<file path="src/design/hisf_pkg.sv">
// Constants and carrier types for the haptic interrupt status flag block.
// Assumes a single 10 MHz device clock and an active-low asynchronous reset.
package hisf_pkg;

  localparam logic [7:0] INT_FLAGS_ADDR = 8'h1F;
  localparam logic [15:0] INT_FLAGS_RESET = 16'h0000;

  localparam int BIT_FAULT = 0;
  localparam int BIT_POWER_LIMIT = 1;
  localparam int BIT_PLAYBACK = 2;
  localparam int BIT_SENSE_DETECT = 3;
  localparam int BIT_OUTPUT_DEVIATION = 4;
  localparam int BIT_STATE_CHANGE = 5;
  localparam int BIT_FIFO_HALF_EMPTY = 6;
  localparam int NUM_FLAGS = 7;

  localparam logic [1:0] PLAY_SRC_FIFO = 2'h1;
  localparam logic POWER_IRQ_ON = 1'h1;

  // Raw event inputs from the driver core, one cycle or level
  typedef struct packed {
    logic fifo_half_empty;
    logic state_change;
    logic output_deviation;
    logic sense_detect;
    logic playback;
    logic power_at_max;
    logic fault;
  } hisf_events_t;

  // Register read port
  typedef struct packed {
    logic rd;
    logic [7:0] addr;
  } hisf_rd_req_t;

endpackage

</file>
<file path="src/design/hisf_flags.sv">
// Interrupt status flags, clear-on-read, plus single-ended output routing.
// Assumes event inputs and the read port come from logic on the same clock.
`timescale 1ns/1ns
`default_nettype none

module hisf_flags #(
  parameter int SAMPLE_W = 16
) (
  input wire logic I_CLOCK,
  input wire logic I_ARST_N,
  input wire hisf_pkg::hisf_events_t I_EVENTS,
  input wire logic I_POWER_LIMIT_IRQ_ENABLE,
  input wire logic [1:0] I_PLAYBACK_SOURCE_SELECT,
  input wire hisf_pkg::hisf_rd_req_t I_RD,
  input wire logic I_SINGLE_ENDED,
  input wire logic signed [SAMPLE_W-1:0] I_SAMPLE,
  output logic [15:0] O_RD_DATA,
  output logic O_RD_VALID,
  output logic [SAMPLE_W-1:0] O_OUT_POS,
  output logic [SAMPLE_W-1:0] O_OUT_NEG
);

  localparam int NF = hisf_pkg::NUM_FLAGS;
  localparam int RD_W = 16;
  localparam int PAD_W = RD_W - NF;

  // Flag state and its update terms
  logic [NF-1:0] set_vec;
  logic [NF-1:0] clr_vec;
  logic [NF-1:0] flags_r;
  logic [NF-1:0] flags_nxt;
  logic status_read;
  logic [RD_W-1:0] rd_data_nxt;
  logic rd_valid_nxt;
  logic sample_is_neg;
  logic [SAMPLE_W-1:0] sample_mag_neg;
  logic [SAMPLE_W-1:0] out_pos_nxt;
  logic [SAMPLE_W-1:0] out_neg_nxt;

  // Address decode shared by the clear path and the read data path
  function automatic logic hits_status(input hisf_pkg::hisf_rd_req_t req);
    hits_status = req.rd && (req.addr == hisf_pkg::INT_FLAGS_ADDR);
  endfunction

  // Flag position to event field; positions follow the status layout
  function automatic logic event_at(
    input int idx,
    input hisf_pkg::hisf_events_t ev
  );
    event_at = 1'b0;
    unique case (idx)
      hisf_pkg::BIT_FAULT: begin
        event_at = ev.fault;
      end
      hisf_pkg::BIT_POWER_LIMIT: begin
        event_at = ev.power_at_max;
      end
      hisf_pkg::BIT_PLAYBACK: begin
        event_at = ev.playback;
      end
      hisf_pkg::BIT_SENSE_DETECT: begin
        event_at = ev.sense_detect;
      end
      hisf_pkg::BIT_OUTPUT_DEVIATION: begin
        event_at = ev.output_deviation;
      end
      hisf_pkg::BIT_STATE_CHANGE: begin
        event_at = ev.state_change;
      end
      hisf_pkg::BIT_FIFO_HALF_EMPTY: begin
        event_at = ev.fifo_half_empty;
      end
      default: begin
        event_at = 1'b0;
      end
    endcase
  endfunction

  // Only two flags carry an extra gate from configuration
  function automatic logic flag_gate(
    input int idx,
    input logic pwr_en,
    input logic [1:0] src
  );
    flag_gate = 1'b1;
    unique case (idx)
      hisf_pkg::BIT_POWER_LIMIT: begin
        flag_gate = (pwr_en == hisf_pkg::POWER_IRQ_ON);
      end
      hisf_pkg::BIT_FIFO_HALF_EMPTY: begin
        flag_gate = (src == hisf_pkg::PLAY_SRC_FIFO);
      end
      default: begin
        flag_gate = 1'b1;
      end
    endcase
  endfunction

  // Wraps at the most negative code, which the host must not program
  function automatic logic [SAMPLE_W-1:0] negate(input logic signed [SAMPLE_W-1:0] s);
    negate = SAMPLE_W'(-s);
  endfunction

  always_comb begin
    status_read = hits_status(I_RD);
  end

  // Valid pulses for every read, decoded or not
  always_comb begin
    rd_valid_nxt = I_RD.rd;
  end

  // Clear hits all flags at once
  always_comb begin
    clr_vec = '0;
    if (status_read) begin
      clr_vec = '1;
    end
  end

  // Set beats the read clear so an event in the read cycle is not lost
  genvar g;
  generate
    for (g = 0; g < NF; g++) begin : gen_flag
      always_comb begin
        set_vec[g] = event_at(g, I_EVENTS) && flag_gate(g, I_POWER_LIMIT_IRQ_ENABLE, I_PLAYBACK_SOURCE_SELECT);
      end

      always_comb begin
        flags_nxt[g] = (flags_r[g] && !clr_vec[g]) || set_vec[g];
      end

      always_ff @(posedge I_CLOCK or negedge I_ARST_N) begin
        if (!I_ARST_N) begin
          flags_r[g] <= hisf_pkg::INT_FLAGS_RESET[g];
        end else begin
          flags_r[g] <= flags_nxt[g];
        end
      end
    end
  endgenerate

  // Read returns the pre-clear snapshot; reserved bits read zero
  genvar b;
  generate
    for (b = 0; b < RD_W; b++) begin : gen_rd_bit
      if (b < NF) begin : gen_live
        always_comb begin
          rd_data_nxt[b] = status_read && flags_r[b];
        end
      end else begin : gen_rsvd
        always_comb begin
          rd_data_nxt[b] = 1'b0;
        end
      end
    end
  endgenerate

  always_ff @(posedge I_CLOCK or negedge I_ARST_N) begin
    if (!I_ARST_N) begin
      O_RD_VALID <= 1'b0;
    end else begin
      O_RD_VALID <= rd_valid_nxt;
    end
  end

  always_ff @(posedge I_CLOCK or negedge I_ARST_N) begin
    if (!I_ARST_N) begin
      O_RD_DATA <= '0;
    end else begin
      O_RD_DATA <= rd_data_nxt;
    end
  end

  // Sign and magnitude of the programmed sample
  always_comb begin
    sample_is_neg = I_SAMPLE[SAMPLE_W-1];
    sample_mag_neg = negate(I_SAMPLE);
  end

  // Single-ended split relies on the host programming a bipolar waveform
  always_comb begin
    out_pos_nxt = I_SAMPLE;
    out_neg_nxt = sample_mag_neg;
    if (I_SINGLE_ENDED) begin
      out_pos_nxt = sample_is_neg ? '0 : I_SAMPLE;
      out_neg_nxt = sample_is_neg ? sample_mag_neg : '0;
    end
  end

  // Positive output drives the first load
  always_ff @(posedge I_CLOCK or negedge I_ARST_N) begin
    if (!I_ARST_N) begin
      O_OUT_POS <= '0;
    end else begin
      O_OUT_POS <= out_pos_nxt;
    end
  end

  // Negative output carries the negated sample, or in single-ended mode the magnitude of a negative one, for the second load
  always_ff @(posedge I_CLOCK or negedge I_ARST_N) begin
    if (!I_ARST_N) begin
      O_OUT_NEG <= '0;
    end else begin
      O_OUT_NEG <= out_neg_nxt;
    end
  end

endmodule

`default_nettype wire

</file>
<file path="config.mk">
export PLATFORM = sky130hd
export DESIGN_NAME = hisf_flags
export DESIGN_NICKNAME = d
export VERILOG_FILES = /design/src/design/hisf_pkg.sv /design/src/design/hisf_flags.sv
export SDC_FILE = /design/constraint.sdc
export NUM_CORES = 1
export LEC_CHECK = 0
export ABC_AREA = 0
export BUFFER_PORTS_ARGS = -buffer_cell sky130_fd_sc_hd__buf_4
export CORE_MARGIN = 3
export CORE_UTILIZATION = 46
export DETAILED_ROUTE_END_ITERATION = 10
export HOLD_SLACK_MARGIN = 0.15
export MAX_ROUTING_LAYER = met4
export PLACE_DENSITY = 0.78
export SETUP_SLACK_MARGIN = 0.15
export SYNTH_ARGS = -nofsm -noshare
export SYNTH_HDL_FRONTEND = slang
export SYNTH_SLANG_ARGS = --single-unit
</file>
<file path="constraint.sdc">
create_clock -name I_CLOCK -period 0.8 [get_ports I_CLOCK]
set_input_delay 0.08 -clock I_CLOCK [delete_from_list [all_inputs] [get_ports I_CLOCK]]
set_output_delay 0.08 -clock I_CLOCK [all_outputs]
set_load 0.02 [all_outputs]
</file>
* Word-level counts from Yosys, hierarchy flattened *
Index checks and enable logic that the tools add are counted.

storage, ports and cells
  register bits = 47
  input port bits = 38

cells by class
  add/subtract/negate cells = 1
  multiplexer cells = 5
  reductions and logical operators = 31
  equality and inequality tests = 2

operators by type and width
  operator            count
  $mux 16             3
  $logic_and 1x1->1   17
  $neg 16->16         1
  $mux 15             1
  $eq 8x5->1 const B  1
  $logic_not 1->1     7
  $logic_or 1x1->1    7
  $mux 7              1
  $eq 2x1->1 const B  1

* Longest topological paths before layout *
Gate-level depths: netlist (run 1).

  depth in word-level cells = 6
  depth in mapped cells = 7
  mapped depth without buffers = 6

* Least setup slack after synthesis (run 1) *
No wires, ideal clock.

  path kind = in2reg
  from = input I_SAMPLE[2]
  to = register O_OUT_NEG[15]
  cell stages on the path = 5
  arrival = 1.510 ns
  data required time = 0.717 ns
  setup slack = -0.792 ns
  cell sequence = or4_1 > or3_1 > nor4_2 > ha_1 > o21ai_0

on the way
  longest elaborated chain between the ends = 3

ends and longest elaborated chain
  element               line               RTL
  from (decl)           hisf_flags.sv:16   input wire logic signed [SAMPLE_W-1:0] I_SAMPLE,
  $neg 16->16 *         hisf_flags.sv:101  negate = SAMPLE_W'(-s);
  $mux 16               hisf_flags.sv:187  out_neg_nxt = sample_is_neg ? sample_mag_neg : '0;
  $mux 16 *             hisf_flags.sv:185  if (I_SINGLE_ENDED) begin
  via out_neg_nxt[15]   hisf_flags.sv:38   logic [SAMPLE_W-1:0] out_neg_nxt;
  to (signal assigned)  hisf_flags.sv:205  O_OUT_NEG <= out_neg_nxt;
  to (decl)             hisf_flags.sv:20   output logic [SAMPLE_W-1:0] O_OUT_NEG

The timed path passes the listed nets; every way through them passes the cells marked *.

* Final worst setup path (run 1) *
Same ends and word-level chain as after synthesis.

==> results.json, run 1 <==
{
  "critPathArrivalTime_ns": 1.63,
  "dp_hpwl_um": 3900,
  "cts.sinks": 47,
  "ant_nets": 0,
  "min_period_over_period_pct": 175,
  "p_leak_nw": 1.69,
  "firstDrtPassIters": 4,
  "ys_warn_count": 0,
  "routabilityCongestion": 0.770,
  "fillCellCount": 121,
  "fmax_mhz": 715,
  "final_core_util_pct": 92.8,
  "synth-edff-count": 0,
  "required_ns": 1.04,
  "outcome": "complete, but fails checks",
  "initial_core_util_pct": 50.2,
  "ys_seq_elements": 47,
  "antenna_found_initial": 0,
  "diodes": 0,
  "layout_min_cycle_time_ns": 1.40,
  "drtIter0Drc": 267,
  "drv_slew": 0,
  "clk_latency_ns": 0.31,
  "h-tree-depth": 2,
  "setup_viol": 60,
  "hold_class": "in2reg",
  "io_buffer_count": 77,
  "dp_cells": 317,
  "rsz0062_at_grt": "true",
  "yosys.cell_count.top_type": "dfrtp_1",
  "p_per_area_mw_per_mm2": 1600,
  "yosys-top-cells-area": "dfrtp_1 61%, and2_1 6.5%, buf_4 3.5%, nor4_2 2.6%, nand2b_1 2.3%",
  "die_x_um": 70.9,
  "first_global_vias": 1966,
  "total_power_mw": 5.71,
  "vias": 1914,
  "grt.total_usage_pct": 29.7,
  "cp-start-kind": "input pin",
  "vias_per_cell": 5.61,
  "syn-cell-area_mm2": 0.00194,
  "critPathMaxFanout": 2,
  "synth_top_area_cell": "dfrtp_1",
  "layout-drive-gt1-share_pct": 63.5,
  "clockBufferDepth": 2,
  "core-area_mm2": 0.00385,
  "cts_buffers": 5,
  "cp-end-kind": "flop",
  "syn_inst": 161,
  "nets": 332,
  "die_area_mm2": 0.00502,
  "die_h_um": 70.9,
  "post-route-worst-setup-slack_ns": -0.600,
  "ys.flop_type": "dfrtp_1",
  "grt-ovfl-total": 0,
  "finalWirelength_um": 7960,
  "cts_hold_buf": 3,
  "num_rows": 22,
  "grt_start_max_net_pins": 16,
  "syn_area_per_cell_um2": 12.0,
  "wl_per_cell_um": 23.3,
  "grt_pass1_wl_um": 10700,
  "violations": "negative hold slack, negative setup slack",
  "max_cap_violations": 0,
  "synth_top_cell_area_share_pct": 60.8,
  "crit_type": "in2reg",
  "fin_worst_skew_ns": 0.00370,
  "irDropWorstVdd_mv": 1.72,
  "synth_cell_types": 35,
  "timing_hold_violations_final": 5,
  "async_flop_share_pct": 100,
  "cts_tree": "done",
  "ys_top_cells_by_count": "47 x dfrtp_1, 20 x and2_1, 9 x buf_4",
  "syn2layout_area_growth_pct": 84.8,
  "cts_root_buffer": "clkbuf_8",
  "pin_count": 87,
  "whs_ns": -0.0570,
  "fin_cells": 341,
  "drc_errors": 0,
  "tns_ns": -11.15,
  "synth_seq_area_share_pct": 60.8,
  "clk_pin_slew_ns": 0.09
}
cell usage in the layout (no fill, tap or decap), types with 5 or more instances in the layout:
cell type / synthesis / layout
buf_4: 9 / 66
buf_6: 1 / 58
dfrtp_1: 47 / 47
and2_1: 20 / 13
conb_1: 1 / 9
nand2_1: 8 / 7
and2_4: 0 / 7
nor3_2: 0 / 6
clkbuf_8: 0 / 6
or4_4: 1 / 5
nor4_4: 0 / 5
a21o_1: 5 / 5
final timing paths:
| check | slack, ns | depth (start not counted) | endpoint | startpoint |
|---|---|---|---|---|
| worst max-delay path | -0.60 | 6 | O_OUT_NEG[15] | I_SAMPLE[2] |
| worst min-delay path | -0.06 | 2 | flags_r[4] | I_EVENTS[4] |
| worst max register to register | 0.09 | 1 | flags_r[1] | flags_r[1] |
| worst min register to register | 0.50 | 1 | flags_r[2] | flags_r[2] |
| max in group asynchronous | 0.26 | 3 | flags_r[2] | I_ARST_N |
| min in group asynchronous | 0.16 | 2 | O_RD_DATA[6] | I_ARST_N |
critical path, cell delays in order:
cell     delay (ns)
buf_6          0.09
or4_4          0.53
or3_4          0.37
nor4_4         0.14
ha_2           0.31
o21ai_2        0.12
cells by family after synthesis:
family	count (synthesis)	synth area share (%)
other	1	0.194
buffers and inverters	17	5.43
and+or+nand+nor	71	23.2
xor gates and xnor gates	1	0.453
muxes	3	1.55
adders and majority gates	2	1.29
DFF	47	60.8
AOI/OAI and AO/OA	19	7.11
metal layers:
| metal | wire (um) | up-vias | track usage, % |
|---|---|---|---|
| li1 | - | 798 | - |
| met3 | 486 | 38 | 7.24 |
| met1 | 2860 | 958 | 32.6 |
| met2 | 4230 | 120 | 52.2 |
| met5 | 0 | - | - |
| met4 | 386 | 0 | 10.6 |
registers in the layout (all words and copies together) (netlist names):
name / count
O_RD_DATA: 7
O_OUT_NEG: 16
O_OUT_POS: 16
O_RD_VALID: 1
flags_r: 7
power breakdown:
group,switching (mW),internal [mW]
combinational,0.646,0.651
sequential,0.0679,2.49
clock,0.844,1.01
final cells by class:
| cell class | instances | area [um2] | area share (%) |
|---|---|---|---|
| Timing Repair Buffer | 131 | 1250 | 35.0 |
| Inverter | 2 | 25.0 | 0.700 |
| Clock inverter | 2 | 35.0 | 0.979 |
| Clock buffer | 6 | 82.6 | 2.31 |
| Sequential cell | 47 | 1180 | 32.9 |
| Multi-Input combinational cell | 105 | 945 | 26.4 |
| Tap cell | 48 | 60.1 | 1.68 |
per-stage QoR:
| stage | setup slack (ns) | cell area [um2] | hold slack (ns) |
|---|---|---|---|
| 6_report | -0.600 | 3580 | -0.0570 |
| 2_1_floorplan | -0.741 | 2070 | -0.216 |
| 3_5_place_dp | -0.964 | 2930 | -0.0474 |
| 3_3_place_gp | -0.878 | 2930 | -0.0527 |
| 5_1_grt | -0.606 | 3580 | -0.0602 |
| 4_1_cts | -0.588 | 3450 | -0.0515 |
timing repair:
item	in CTS	in global routing
resized for setup	74	23
endpoints found under the hold margin	70	14
pin swaps	16	8
buffers inserted	9	4
setup endpoints to repair	67	68
Note: power is estimated with default switching activity, not from simulation.
==> run 2: changes to the inputs <==
SKIP_LAST_GASP = 1   (was default)
==> results.json, run 2 (synthesis results as in run 1) <==
{
  "firstDrtPassIters": 4,
  "tightest_slew_ns": 0.564,
  "irDropWorstVdd_mv": 1.28,
  "final_core_util_pct": 92.8,
  "critPathArrivalTime_ns": 1.73,
  "reg2reg_slack_ns": 0.07,
  "fillCellCount": 132,
  "setup_viol": 60,
  "cp-end-kind": "flop",
  "syn2layout_area_growth_pct": 84.8,
  "min_period_over_period_pct": 195,
  "grt_start_max_net_pins": 16,
  "finalWirelength_um": 8140,
  "placed_cell_area_mm2": 0.00293,
  "grt_util_met3_pct": 8.10,
  "num_rows": 22,
  "violations": "negative hold slack, negative setup slack",
  "io_buffer_count": 77,
  "p_leak_nw": 1.70,
  "die_x_um": 70.9,
  "timing.rr.end": "O_RD_DATA[0]",
  "grt-ovfl-total": 0,
  "rsz0062_at_grt": "true",
  "cts_root_buffer": "clkbuf_8",
  "layout_common_cells": "69 x buf_4, 59 x buf_6, 47 x dfrtp_1",
  "initial_core_util_pct": 50.2,
  "relSlewSlack_pct": 62.4,
  "routabilityCongestion": 0.770,
  "cp-start-kind": "input pin",
  "die_area_mm2": 0.00502,
  "wl_per_cell_um": 23.7,
  "required_ns": 0.97,
  "fmax_mhz": 642,
  "diodes": 0,
  "dp_cells": 317,
  "pin_count": 87,
  "slowest_stage": "or4b_4",
  "post-route-worst-setup-slack_ns": -0.758,
  "tns_ns": -12.20,
  "endpoint": "O_OUT_NEG[12]",
  "max_cap_violations": 0,
  "layout_commonest_cell": "buf_4",
  "dp_hpwl_um": 3900,
  "hold_class": "in2reg",
  "top_usage_layer": "met2",
  "r2r-start": "flags_r[0]",
  "p_per_area_mw_per_mm2": 1590,
  "cp.buffers_inverters": 4,
  "final_area_mm2": 0.00358,
  "clk_pin_slew_ns": 0.09,
  "vias_per_cell": 5.68,
  "crit_family": "simple AND/OR/NAND/NOR gates",
  "cp_cell_sequence": "buf_6 > buf_12 > inv_12 > ha_4 > or4b_4 > buf_6 > nor4_1 > nor3_2",
  "nets": 335,
  "antenna_found_initial": 0,
  "crit_top_cell": "buf_6",
  "drtIter0Drc": 219,
  "grt_util_met2_pct": 48.3,
  "cts.sinks": 47,
  "total_power_mw": 5.68,
  "ant_nets": 0,
  "vias": 1955,
  "slowest_delay_ns": 0.51,
  "clockBufferDepth": 2,
  "largestRegisters": "O_OUT_NEG (16), O_OUT_POS (16)",
  "min-delay-start": "I_EVENTS[4]",
  "crit_type": "in2reg",
  "drc_errors": 0,
  "timing_hold_violations_final": 5,
  "h-tree-depth": 2,
  "first_global_vias": 1982,
  "fin_worst_skew_ns": 0.00245,
  "drv_slew": 0,
  "layout_min_cycle_time_ns": 1.56,
  "crit_start": "I_SAMPLE[0]",
  "core-area_mm2": 0.00385,
  "grt.total_usage_pct": 29.4,
  "critPathMaxFanout": 4,
  "outcome": "complete, but fails checks",
  "layout-drive-gt1-share_pct": 61.8,
  "cts_buffers": 5,
  "post-place-ws_ns": -0.964,
  "cts_tree": "done",
  "die_h_um": 70.9,
  "cts_hold_buf": 3,
  "grt_util_met1_pct": 33.0,
  "whs_ns": -0.0343,
  "clk_latency_ns": 0.30,
  "worstRegToRegCells": 1,
  "path_depth": 8,
  "grt_pass1_wl_um": 10700,
  "fin_cells": 344
}
==> run 2: cell types whose count changed in the layout (fill, tap and decap cells not counted), sizes merged <==
cell,before,now
buf,128,131
==> run 2: area by class of cell <==
type	instances	area (um2)	share of cell area, %
Clock buffer	6	82.6	2.31
Clock inverter	2	35.0	0.979
Inverter	2	25.0	0.700
Multi-Input combinational cell	105	926	25.9
Sequential cell	47	1180	32.9
Tap cell	48	60.1	1.68
Timing Repair Buffer	134	1270	35.6
==> run 2: worst min-delay path by stage <==
stage / endpoint / cells past startpoint
after global routing: flags_r[3] / 2
after global placement: O_OUT_POS[8] / 1
after detailed placement: O_OUT_POS[8] / 1
after CTS: flags_r[2] / 2
after floorplan: O_OUT_NEG[0] / 0
final: flags_r[4] / 2
==> run 2: layer usage <==
metal | vias to the layer above | wire [um]
li1 | 803 | -
met1 | 966 | 2810
met2 | 145 | 4180
met3 | 41 | 737
met4 | 0 | 409
met5 | - | 0
==> run 2: timing repair <==
action,CTS,global route
resized for setup,70,20
buffers inserted,9,7
pin swaps,16,8
setup endpoints to repair,67,67
hold endpoints to repair,70,18
cloned,0,0
==> run 2: power breakdown <==
part | total [mW] | switching (mW) | internal (mW)
logic | 1.29 | 0.644 | 0.650
clock network | 1.83 | 0.819 | 1.01
registers | 2.55 | 0.0641 | 2.49
